## src/rtl/irc_pkg.sv

```systemverilog
// Constants and carrier types shared by the system-control block.
`default_nettype none
package irc_pkg;
  localparam logic [7:0]  CLKDIV_ADDR     = 8'hE5;   // Logic clock divider control.
  localparam int          DIVSEL_LSB      = 1;
  localparam int          DIVSEL_W        = 3;
  localparam int          FULLSPD_BIT     = 0;
  localparam logic [7:0]  CLKDIV_RESET    = 8'h00;
  localparam logic [2:0]  DIV_STOP        = 3'h7;
  localparam logic [2:0]  DIV_FASTEST     = 3'h0;
  localparam logic [15:0] RESET_VECTOR    = 16'h0000;
  localparam int          PHASES_PER_INSN = 4;
  localparam int          CALL_INSN       = 4;       // Instruction cycles of the long call.
  localparam int          MIN_LATENCY     = 5;
  localparam int          MAX_LATENCY     = 13;
  localparam int          CLK_MHZ         = 100;
  localparam int          POR_MIN_MS      = 10;
  localparam int          POR_CYCLES      = POR_MIN_MS * CLK_MHZ * 1000;
  localparam int          EXT_RST_CYCLES  = 8;
  localparam int          CNT_W           = 20;

  typedef struct packed {
    logic [7:0] addr;
    logic [7:0] wdata;
    logic       wr;
    logic       rd;
  } irc_sfr_t;

  typedef struct packed {
    logic [2:0] sel;
    logic       full_spd;
  } irc_div_cfg_t;
endpackage : irc_pkg
`default_nettype wire

```

## src/rtl/irc_clkdiv.sv

```systemverilog
// Glitch-free power-of-two divider that produces the logic clock.
`timescale 1ns/10ps
`default_nettype none
module irc_clkdiv (
  input  wire logic       clk_in,   // External clock.
  input  wire logic       rst_in,   // Synchronous reset, active high.
  input  wire logic [2:0] sel_in,   // Divider select code.
  input  wire logic       fast_in,  // Force maximum speed.
  output logic            clk_out,  // Divided logic clock.
  output logic            tick_out  // One-cycle pulse at each logic clock rising edge.
);
  import irc_pkg::*;

  logic [2:0] eff_q;
  logic [6:0] cnt_q;
  logic [2:0] req;

  function automatic logic [6:0] half_last(input logic [2:0] s);
    half_last = 7'((8'h01 << s) - 8'h01);
  endfunction

  assign req = fast_in ? DIV_FASTEST : sel_in;

  // The setting is taken only as a high phase ends or while stopped, so no high or low phase is ever shortened.
  always_ff @(posedge clk_in) begin
    if (rst_in) begin
      eff_q    <= DIV_FASTEST;
      cnt_q    <= 7'h00;
      clk_out  <= 1'b0;
      tick_out <= 1'b0;
    end else begin
      tick_out <= 1'b0;
      if (eff_q == DIV_STOP) begin
        clk_out <= 1'b0;
        eff_q   <= req;
        cnt_q   <= 7'h00;
      end else if (cnt_q == half_last(eff_q)) begin
        cnt_q    <= 7'h00;
        clk_out  <= ~clk_out;
        tick_out <= ~clk_out;
        if (clk_out) begin
          eff_q <= req;
        end
      end else begin
        cnt_q <= 7'(cnt_q + 7'h01);
      end
    end
  end
endmodule // irc_clkdiv
`default_nettype wire

```

## src/rtl/irc_sysctl.sv

```systemverilog
// Interrupt sampling, response timing, reset control and logic clock divider.
// Summary of operation
// - External interrupt pins are sampled once per instruction cycle, end of phase four.
// - Inputs a and c are edge only; a active low, c active high.
// - With type select 0, input b is level mode; low sample sets flag.
// - With type select 1, b flag sets on high sample then low sample.
// - Level requests are not latched; source holds them until serviced.
// - Timers and serial ports request interrupts through their own flag bits.
// - Fastest response is five instruction cycles: detect plus four call cycles.
// - Worst response is thirteen cycles: detect, return, multiply or divide, call.
// - After a return, one main-program instruction runs before any new entry.
// - Power-on and external resets both hold the core while either is active.
// - Either reset loads register reset values; internal RAM is untouched.
// - On reset release the core fetches from address zero.
// - Internal power-on reset stays low for at least ten milliseconds.
// - External reset needs eight clocks low; shorter pulses are ignored.
// - Divider select field, bits three to one, sets the logic clock rate.
// - Codes zero to six divide by 2 to 128; code seven stops.
// - Full-speed bit set: qualifying interrupt forces maximum speed until cleared.
// - Qualifying interrupts: converter, peripheral serial, and the three external inputs.
`timescale 1ns/10ps
`default_nettype none
module irc_sysctl #(
  parameter int POR_HOLD = irc_pkg::POR_CYCLES,  // Power-on stretch in clock cycles.
  parameter int N_PERIPH = 4                     // Timer and serial flag count.
) (
  input  wire logic                MCLK_IN,          // External clock, 100 MHz.
  input  wire logic                RST_IN,           // Synchronous reset, active high.
  input  wire logic                POR_N_IN,         // Power-on/brown-out reset, active low.
  input  wire logic                EXT_RST_N_IN,     // External reset pin, active low.
  input  wire logic                EXT_IRQ_A_N_IN,   // External interrupt a pin, active low.
  input  wire logic                EXT_IRQ_B_N_IN,   // External interrupt b pin, active low.
  input  wire logic                EXT_IRQ_C_IN,     // External interrupt c pin, active high.
  input  wire logic                PERIPH_IRQ_N_IN,  // Peripheral serial interrupt pin, active low.
  input  wire logic                ADC_IRQ_IN,       // Converter interrupt flag.
  input  wire logic [N_PERIPH-1:0] PERIPH_FLAGS_IN,  // Timer and serial flag bits.
  input  wire logic                IRQ_B_TYPE_SEL_IN,// Type select for input b, 1 is edge.
  input  wire logic                IRQ_A_CLR_IN,     // Software clear of flag a.
  input  wire logic                IRQ_B_CLR_IN,     // Software clear of flag b.
  input  wire logic                IRQ_C_CLR_IN,     // Software clear of flag c.
  input  wire logic                CORE_BOUNDARY_IN, // Core may start a call now.
  input  wire logic                RETURN_IN,        // Return from service routine completes.
  input  wire logic                INSN_DONE_IN,     // Main-program instruction completes.
  input  wire irc_pkg::irc_sfr_t   SFR_IN,           // Register port from the core.
  output logic [7:0]               SFR_RDATA_OUT,    // Register read data.
  output logic                     IRQ_A_FLAG_OUT,   // Flag a.
  output logic                     IRQ_B_FLAG_OUT,   // Flag b.
  output logic                     IRQ_C_FLAG_OUT,   // Flag c.
  output logic                     ISR_ENTER_OUT,    // Pulse: enter service routine.
  output logic                     CORE_RST_OUT,     // Core and register reset, active high.
  output logic [15:0]              FETCH_ADDR_OUT,   // Restart address.
  output logic                     LOGIC_CLK_OUT,    // Divided logic clock.
  output logic                     LOGIC_TICK_OUT    // Pulse at each logic clock rising edge.
);
  import irc_pkg::*;

  typedef enum logic [2:0] {
    SQ_IDLE = 3'b001,
    SQ_CALL = 3'b010,
    SQ_ISR  = 3'b100
  } irc_seq_t;

  logic [5:0]       meta_q;
  logic [5:0]       sync_q;
  logic             por_n_s;
  logic             ext_rst_n_s;
  logic             a_n_s;
  logic             b_n_s;
  logic             c_s;
  logic             periph_n_s;
  logic [CNT_W-1:0] por_cnt_q;
  logic             por_busy_q;
  logic [3:0]       rst_cnt_q;
  logic             ext_rst_q;
  logic             any_rst;
  logic             local_rst;
  irc_div_cfg_t     cfg_q;
  logic             div_clk;
  logic             div_tick;
  logic             fast_req;
  logic [1:0]       phase_q;
  logic             sample;
  logic             last_a_q;
  logic             last_b_q;
  logic             last_c_q;
  logic             flag_a_q;
  logic             flag_b_q;
  logic             flag_c_q;
  logic             pending;
  irc_seq_t         seq_q;
  logic [2:0]       call_cnt_q;
  logic             block_q;

  assign {por_n_s, ext_rst_n_s, a_n_s, b_n_s, c_s, periph_n_s} = sync_q;

  // Pins cross in through two flops; only the second stage is read.
  always_ff @(posedge MCLK_IN) begin
    if (RST_IN) begin
      meta_q <= 6'h3D;
      sync_q <= 6'h3D;
    end else begin
      meta_q <= {POR_N_IN, EXT_RST_N_IN, EXT_IRQ_A_N_IN, EXT_IRQ_B_N_IN, EXT_IRQ_C_IN, PERIPH_IRQ_N_IN};
      sync_q <= meta_q;
    end
  end

  // Power-on stretch restarts whenever the power monitor drops its line.
  always_ff @(posedge MCLK_IN) begin
    if (RST_IN || !por_n_s) begin
      por_cnt_q  <= '0;
      por_busy_q <= 1'b1;
    end else if (por_busy_q) begin
      por_cnt_q  <= CNT_W'(por_cnt_q + 1'b1);
      por_busy_q <= (int'(por_cnt_q) < POR_HOLD - 1);
    end
  end

  // A low pulse counts up; reset asserts only once it has lasted the minimum width.
  always_ff @(posedge MCLK_IN) begin
    if (RST_IN || ext_rst_n_s) begin
      rst_cnt_q <= 4'h0;
      ext_rst_q <= 1'b0;
    end else if (int'(rst_cnt_q) < EXT_RST_CYCLES - 1) begin
      rst_cnt_q <= 4'(rst_cnt_q + 4'h1);
    end else begin
      ext_rst_q <= 1'b1;
    end
  end

  assign any_rst   = por_busy_q | ext_rst_q;
  assign local_rst = RST_IN | CORE_RST_OUT;

  always_ff @(posedge MCLK_IN) begin
    if (RST_IN) begin
      CORE_RST_OUT   <= 1'b1;
      FETCH_ADDR_OUT <= RESET_VECTOR;
    end else begin
      CORE_RST_OUT   <= any_rst;
      FETCH_ADDR_OUT <= RESET_VECTOR;
    end
  end

  // Register port. Internal RAM has no path here, so reset leaves it alone.
  always_ff @(posedge MCLK_IN) begin
    if (local_rst) begin
      cfg_q <= irc_div_cfg_t'(CLKDIV_RESET[DIVSEL_W:0]);
    end else if (SFR_IN.wr && SFR_IN.addr == CLKDIV_ADDR) begin
      cfg_q.sel      <= SFR_IN.wdata[DIVSEL_LSB +: DIVSEL_W];
      cfg_q.full_spd <= SFR_IN.wdata[FULLSPD_BIT];
    end
  end

  always_ff @(posedge MCLK_IN) begin
    if (RST_IN) begin
      SFR_RDATA_OUT <= 8'h00;
    end else if (SFR_IN.rd && SFR_IN.addr == CLKDIV_ADDR) begin
      SFR_RDATA_OUT <= {4'h0, cfg_q.sel, cfg_q.full_spd};
    end else begin
      SFR_RDATA_OUT <= 8'h00;
    end
  end

  assign fast_req = cfg_q.full_spd &
                    (ADC_IRQ_IN | ~periph_n_s | flag_a_q | flag_b_q | flag_c_q);

  irc_clkdiv u_div (
    .clk_in   (MCLK_IN),
    .rst_in   (local_rst),
    .sel_in   (cfg_q.sel),
    .fast_in  (fast_req),
    .clk_out  (div_clk),
    .tick_out (div_tick)
  );

  always_ff @(posedge MCLK_IN) begin
    if (RST_IN) begin
      LOGIC_CLK_OUT  <= 1'b0;
      LOGIC_TICK_OUT <= 1'b0;
    end else begin
      LOGIC_CLK_OUT  <= div_clk;
      LOGIC_TICK_OUT <= div_tick;
    end
  end

  // Four logic clock phases make one instruction cycle.
  always_ff @(posedge MCLK_IN) begin
    if (local_rst) begin
      phase_q <= 2'h0;
    end else if (div_tick) begin
      phase_q <= 2'(phase_q + 2'h1);
    end
  end

  assign sample = div_tick && (int'(phase_q) == PHASES_PER_INSN - 1);

  always_ff @(posedge MCLK_IN) begin
    if (local_rst) begin
      last_a_q <= 1'b1;
      last_b_q <= 1'b1;
      last_c_q <= 1'b0;
    end else if (sample) begin
      last_a_q <= a_n_s;
      last_b_q <= b_n_s;
      last_c_q <= c_s;
    end
  end

  // Edge capture needs a high and a low sample; short pulses can be missed.
  always_ff @(posedge MCLK_IN) begin
    if (local_rst) begin
      flag_a_q <= 1'b0;
    end else if (sample && last_a_q && !a_n_s) begin
      flag_a_q <= 1'b1;
    end else if (IRQ_A_CLR_IN) begin
      flag_a_q <= 1'b0;
    end
  end

  always_ff @(posedge MCLK_IN) begin
    if (local_rst) begin
      flag_c_q <= 1'b0;
    end else if (sample && !last_c_q && c_s) begin
      flag_c_q <= 1'b1;
    end else if (IRQ_C_CLR_IN) begin
      flag_c_q <= 1'b0;
    end
  end

  // In level mode the flag follows every sample, so a released request vanishes.
  always_ff @(posedge MCLK_IN) begin
    if (local_rst) begin
      flag_b_q <= 1'b0;
    end else if (sample && !IRQ_B_TYPE_SEL_IN) begin
      flag_b_q <= !b_n_s;
    end else if (sample && last_b_q && !b_n_s) begin
      flag_b_q <= 1'b1;
    end else if (IRQ_B_CLR_IN) begin
      flag_b_q <= 1'b0;
    end
  end

  always_ff @(posedge MCLK_IN) begin
    if (RST_IN) begin
      IRQ_A_FLAG_OUT <= 1'b0;
      IRQ_B_FLAG_OUT <= 1'b0;
      IRQ_C_FLAG_OUT <= 1'b0;
    end else begin
      IRQ_A_FLAG_OUT <= flag_a_q;
      IRQ_B_FLAG_OUT <= flag_b_q;
      IRQ_C_FLAG_OUT <= flag_c_q;
    end
  end

  assign pending = flag_a_q | flag_b_q | flag_c_q | ADC_IRQ_IN | ~periph_n_s | (|PERIPH_FLAGS_IN);

  // A completed return blocks entry until one main-program instruction finishes.
  always_ff @(posedge MCLK_IN) begin
    if (local_rst) begin
      block_q <= 1'b0;
    end else if (seq_q == SQ_ISR && RETURN_IN) begin
      block_q <= 1'b1;
    end else if (INSN_DONE_IN) begin
      block_q <= 1'b0;
    end
  end

  // Detection takes one instruction cycle, then the call runs for four more.
  // Extra delay comes only from the core holding off the boundary, from a service routine still running, or from the block after a return.
  always_ff @(posedge MCLK_IN) begin
    if (local_rst) begin
      seq_q         <= SQ_IDLE;
      call_cnt_q    <= 3'h0;
      ISR_ENTER_OUT <= 1'b0;
    end else begin
      ISR_ENTER_OUT <= 1'b0;
      unique case (seq_q)
        SQ_IDLE: begin
          if (sample && pending && !block_q && CORE_BOUNDARY_IN) begin
            seq_q      <= SQ_CALL;
            call_cnt_q <= 3'h0;
          end
        end
        SQ_CALL: begin
          if (sample) begin
            call_cnt_q <= 3'(call_cnt_q + 3'h1);
            if (int'(call_cnt_q) == CALL_INSN - 1) begin
              seq_q         <= SQ_ISR;
              ISR_ENTER_OUT <= 1'b1;
            end
          end
        end
        SQ_ISR: begin
          if (RETURN_IN) begin
            seq_q <= SQ_IDLE;
          end
        end
        default: begin
          seq_q <= SQ_IDLE;
        end
      endcase
    end
  end
endmodule // irc_sysctl
`default_nettype wire

```

## config.mk

```make
export PLATFORM = sky130hd
export DESIGN_NAME = irc_sysctl
export DESIGN_NICKNAME = d
export VERILOG_FILES = /design/src/rtl/irc_pkg.sv /design/src/rtl/irc_clkdiv.sv /design/src/rtl/irc_sysctl.sv
export SDC_FILE = /design/constraint.sdc
export NUM_CORES = 1
export LEC_CHECK = 0
export ABC_AREA = 1
export BUFFER_PORTS_ARGS = -buffer_cell sky130_fd_sc_hd__buf_4
export CAP_MARGIN = 20
export CORE_MARGIN = 2
export CORE_UTILIZATION = 55
export DETAILED_ROUTE_END_ITERATION = 16
export PLACE_DENSITY = 0.79
export SLEW_MARGIN = 20
export SYNTH_ARGS = -nofsm -noshare
export SYNTH_HDL_FRONTEND = slang
export SYNTH_SLANG_ARGS = --single-unit
```

## constraint.sdc

```tcl
create_clock -name MCLK_IN -period 2.2 [get_ports MCLK_IN]
set_clock_uncertainty 0.2 [all_clocks]
set_input_delay 0.44 -clock MCLK_IN [delete_from_list [all_inputs] [get_ports MCLK_IN]]
set_output_delay 0.44 -clock MCLK_IN [all_outputs]
set_load 0.02 [all_outputs]
```

==> key figures <==
Run status
  • Result of the run: finished clean

Synth
  • Number of warnings printed during yosys synthesis: 0
  • Cell area after synthesis: 0.003561 mm^2
  • Mean instance size in the synthesized netlist: 7.593 um^2
  • Flip-flop cell with the highest count after synthesis: sky130_fd_sc_hd__dfxtp_1
  • Sequential-to-total area share from yosys stat: 44.98%
  • Count of distinct cell types in the synthesized netlist: 36
  • Number of standard cells after synthesis: 469
  • FF+latch count, synth: 80
  • Share of async-settable or async-resettable flops after synthesis: 0%
  • EDFF count, synth: 0

Place
  • Area after DPL: 0.003924 mm^2
  • Port Buffer Count: 44
  • Post-detailed-placement half-perimeter wirelength: 5076 um
  • Placement Setup Slack: 0.07250 ns
  • Placer Congestion: 0.9149

Clock network
  • Depth of the CTS H-tree: 3
  • Clk buf depth: 2
  • Clock tree from TritonCTS: yes
  • Clock-pin transition on the worst setup and hold timing paths: 0.07 ns
  • Library cell used as clock root buffer: sky130_fd_sc_hd__clkbuf_8
  • Insertion delay of the later-clocked pin in the worst-skew pair: 0.35 ns
  • Clock tree sinks: 80
  • Number of buffers inserted during clock tree synthesis: 9

Timing
  • Number of endpoints failing setup at the final stage: 0
  • Worst slew margin relative to its limit: 66.39%
  • Max Clock Freq: 467.2 MHz
  • Transition time at the pin with the least slew margin: 0.5036 ns
  • Final WS setup: 0.05963 ns
  • Count of final hold-check violations: 0
  • Post-route minimum period: 2.140 ns
  • Final number of max-transition violations: 0
  • Share of the cycle needed by the critical path after routing: 97.29%

Critical path
  • Category of the worst setup path launch point: flip-flop
  • Worst reg-to-reg path cell count: 12
  • R2R setup slack: 0.06 ns
  • FF-to-FF Start: u_div.eff_q[0]$_SDFFE_PP0P_
  • Class of the most critical setup path: flip-flop to flip-flop
  • Worst reg2reg path endpoint: u_div.clk_out$_SDFFE_PP0N_
  • Arr. time, crit path: 2.21 ns
  • Largest fanout of any net on the critical path: 7
  • Endpoint kind of the worst setup timing path: flip-flop
  • Critical Path RT: 2.27 ns

Layout
  • Layout overhead on the synthesized area: 16.65%
  • Fraction of final layout cells with drive strength greater than 1: 20.08%
  • Count of inserted antenna diode cells: 0
  • Multi-input logic area: 0.001650 mm^2
  • Number of nets in the layout: 569
  • Total area of sequential cells: 0.001612 mm^2
  • Number of fill cells: 540
  • Final std cell area, no fill: 0.004154 mm^2

Detailed routing
  • Remaining DRCs: 0
  • Number of vias after detailed routing: 3001
  • Average via count per standard cell: 4.960
  • Average wire per cell in the routed design: 11.50 um
  • Initial detailed-routing violation count: 98
  • Detailed-router iteration count before antenna repair: 4
  • Remaining number of nets flagged by the antenna check after routing: 0
  • Total wire length after detailed routing: 6958 um

Global route
  • Global-route wire length before repair: 11550 um
  • Largest net degree at the start of global routing: 22
  • Met1 routing resource usage after global routing: 23.89%
  • Overall Global Routing Usage: 19.98%
  • Number of antenna violations at the first check in global routing: 0
  • Number of global-route vias before repair: 2767
  • Met3 track utilization from global routing: 3.343%
  • Routing usage on met2: 34.63%
  • Global-route layer with the greatest usage: met2
  • Total congestion overflow after global routing: 0

Pwr
  • Maximum vdd drop: 0.3541 mV
  • Leakage power summed over all cells: 1.758 nW
  • Power density cells: 606.3 mW/mm^2

Die
  • CORE AREA: 0.006314 mm^2
  • Die span in x: 84.47 um
  • # IOs: 69
  • Starting density of the core: 56.40%
  • Die ar.: 0.007134 mm^2
  • Die Span Y: 84.47 um
  • FP Rows: 29

Worst hold path
  • Worst min-delay path category: input port to flip-flop
  • Instance count along the most critical hold path: 2
  • Launch point of the worst hold path: EXT_IRQ_B_N_IN
  • Worst Hold Path EP: meta_q[2]$_SDFF_PP1_

Job
  • Number of max-capacitance violations reported: 0
-- per-stage QoR --
stage	instances	TNS (ns)	hold slack [ns]	util, %	power (W)
4_1_cts	604	0	0.06466	64.74	0.002546
3_3_place_gp	589	0	0.1911	62.15	0.001628
2_1_floorplan	488	0	0.1883	-	0.001596
5_1_grt	605	-0.2406	0.07004	65.79	0.002616
6_report	605	0	0.07731	65.79	0.002519
3_5_place_dp	589	0	0.1980	62.15	0.001632
-- power by group --
part | total, W | switching (W) | internal (W) | leakage [nW]
registers | 0.00147 | 0.00000826 | 0.00146 | 0.650
logic | 0.000129 | 0.0000698 | 0.0000590 | 1.02
clock network | 0.000922 | 0.000488 | 0.000433 | 0.0862
-- flip-flops by register name, summed over array words and instances, names as in the netlist, 2 cells and up --
| signal | flops |
|---|---|
| por_cnt_q | 20 |
| u_div.cnt_q | 7 |
| meta_q | 6 |
| sync_q | 6 |
| SFR_RDATA_OUT | 4 |
| cfg_q | 4 |
| rst_cnt_q | 4 |
| call_cnt_q | 3 |
| seq_q | 3 |
| u_div.eff_q | 3 |
| phase_q | 2 |
-- cell usage after synthesis, types with 2 or more instances --
library cell | instances | area share, %
sky130_fd_sc_hd__dfxtp_1 | 80 | 45
sky130_fd_sc_hd__nand2_1 | 77 | 8.1
sky130_fd_sc_hd__nor2_1 | 65 | 6.9
sky130_fd_sc_hd__inv_1 | 60 | 6.3
sky130_fd_sc_hd__a21oi_1 | 29 | 4.1
sky130_fd_sc_hd__nand3_1 | 26 | 3.7
sky130_fd_sc_hd__buf_4 | 21 | 4.4
sky130_fd_sc_hd__o21ai_0 | 15 | 2.1
sky130_fd_sc_hd__or2_2 | 12 | 2.1
sky130_fd_sc_hd__nor3_1 | 9 | 1.3
sky130_fd_sc_hd__ha_1 | 7 | 2.5
sky130_fd_sc_hd__nand4_1 | 7 | 1.2
sky130_fd_sc_hd__nor2_2 | 7 | 1.2
sky130_fd_sc_hd__nand2_2 | 6 | 1.1
sky130_fd_sc_hd__xor2_1 | 6 | 1.5
sky130_fd_sc_hd__clkbuf_1 | 5 | 0.53
sky130_fd_sc_hd__xnor2_1 | 5 | 1.2
sky130_fd_sc_hd__nor3b_1 | 4 | 0.84
sky130_fd_sc_hd__a211oi_1 | 3 | 0.63
sky130_fd_sc_hd__a22oi_1 | 3 | 0.63
sky130_fd_sc_hd__nand3_2 | 3 | 0.84
sky130_fd_sc_hd__nor4_1 | 3 | 0.53
sky130_fd_sc_hd__and2_1 | 2 | 0.35
sky130_fd_sc_hd__nor2_4 | 2 | 0.63
-- cells in the final DEF (no fill, tap or decap), types with 2 or more instances in the layout --
| cell | Yosys | layout |
|---|---|---|
| sky130_fd_sc_hd__clkinv_2 | 0 | 2 |
| sky130_fd_sc_hd__dfxtp_1 | 80 | 76 |
| sky130_fd_sc_hd__xnor2_1 | 5 | 5 |
| sky130_fd_sc_hd__xor2_1 | 6 | 6 |
| sky130_fd_sc_hd__nor2_2 | 7 | 5 |
| sky130_fd_sc_hd__nand4_1 | 7 | 7 |
| sky130_fd_sc_hd__dfxtp_4 | 0 | 2 |
| sky130_fd_sc_hd__and2_1 | 2 | 2 |
| sky130_fd_sc_hd__a211oi_1 | 3 | 3 |
| sky130_fd_sc_hd__nand2_1 | 77 | 76 |
| sky130_fd_sc_hd__nor4_1 | 3 | 3 |
| sky130_fd_sc_hd__nand3_2 | 3 | 3 |
| sky130_fd_sc_hd__nand3_1 | 26 | 25 |
| sky130_fd_sc_hd__a21oi_1 | 29 | 28 |
| sky130_fd_sc_hd__nor3b_1 | 4 | 4 |
| sky130_fd_sc_hd__o21ai_0 | 15 | 15 |
| sky130_fd_sc_hd__nand2_2 | 6 | 6 |
| sky130_fd_sc_hd__clkbuf_1 | 5 | 2 |
| sky130_fd_sc_hd__ha_1 | 7 | 5 |
| sky130_fd_sc_hd__nor2_4 | 2 | 4 |
| sky130_fd_sc_hd__buf_4 | 21 | 52 |
| sky130_fd_sc_hd__a22oi_1 | 3 | 3 |
| sky130_fd_sc_hd__or2_2 | 12 | 12 |
| sky130_fd_sc_hd__clkbuf_8 | 0 | 10 |
| sky130_fd_sc_hd__nor3_1 | 9 | 9 |
| sky130_fd_sc_hd__nor2_1 | 65 | 65 |
| sky130_fd_sc_hd__conb_1 | 1 | 20 |
| sky130_fd_sc_hd__inv_1 | 60 | 60 |
| sky130_fd_sc_hd__dfxtp_2 | 0 | 2 |
-- per-layer routing --
layer / share of wire, % / vias up
li1: - / 1562
met5: 0 / -
met3: 4.0 / 13
met2: 49 / 63
met1: 45 / 1363
met4: 2.2 / 0
-- worst max path at each step --
stage | start | to | slack [ns] | cells after the start
after floorplan | u_div.eff_q[0]$_SDFFE_PP0P_ | u_div.eff_q[0]$_SDFFE_PP0P_ | 0.24 | 14
after global routing | u_div.eff_q[1]$_SDFFE_PP0P_ | u_div.clk_out$_SDFFE_PP0N_ | -0.09 | 13
after detailed placement | u_div.eff_q[0]$_SDFFE_PP0P_ | u_div.eff_q[2]$_SDFFE_PP0P_ | 0.07 | 14
final | u_div.eff_q[0]$_SDFFE_PP0P_ | u_div.clk_out$_SDFFE_PP0N_ | 0.06 | 12
after global placement | u_div.eff_q[0]$_SDFFE_PP0P_ | u_div.eff_q[0]$_SDFFE_PP0P_ | 0.16 | 14
after CTS | u_div.eff_q[0]$_SDFFE_PP0P_ | u_div.eff_q[0]$_SDFFE_PP0P_ | 0.05 | 14
-- worst max-delay path, cell delays in order, from the launching register on --
cell                      delay, ns
sky130_fd_sc_hd__dfxtp_4       0.38
sky130_fd_sc_hd__nor2_4        0.12
sky130_fd_sc_hd__nand2_2       0.08
sky130_fd_sc_hd__ha_4          0.27
sky130_fd_sc_hd__nor2_1        0.03
sky130_fd_sc_hd__nor2_1        0.10
sky130_fd_sc_hd__nand2_1       0.07
sky130_fd_sc_hd__nor2_1        0.12
sky130_fd_sc_hd__nand2_1       0.11
sky130_fd_sc_hd__nor2_4        0.18
sky130_fd_sc_hd__buf_4         0.14
sky130_fd_sc_hd__nand3_1       0.11
sky130_fd_sc_hd__a21oi_1       0.16
-- cell type report --
type / instances / share of cell area (%)
Clock buffer: 12 / 3.494
Clock inverter: 3 / 0.4518
Inverter: 63 / 5.813
Multi-Input combinational cell: 318 / 39.73
Sequential cell: 80 / 38.80
Tap cell: 77 / 2.319
Timing Repair Buffer: 52 / 9.398
-- logic make-up (layout without fill, tap and decap cells) --
family	Yosys count	in the layout	synth area share (%)
AO/OA/AOI/OAI	56	56	8.785
other	1	20	0.1053
AND/OR/NAND/NOR	224	224	28.92
buffers and inverters	90	130	12.05
flip-flops	80	80	44.98
adder cells (fa/ha/maj)	7	7	2.459
XOR/XNOR	11	11	2.705
-- timing repair --
action,CTS,global route
resized for setup,0,15
hold buffers,0,0
setup buffers,0,1
endpoints found under the setup margin,0,12
No activity file was read; power rests on OpenSTA's default activity.
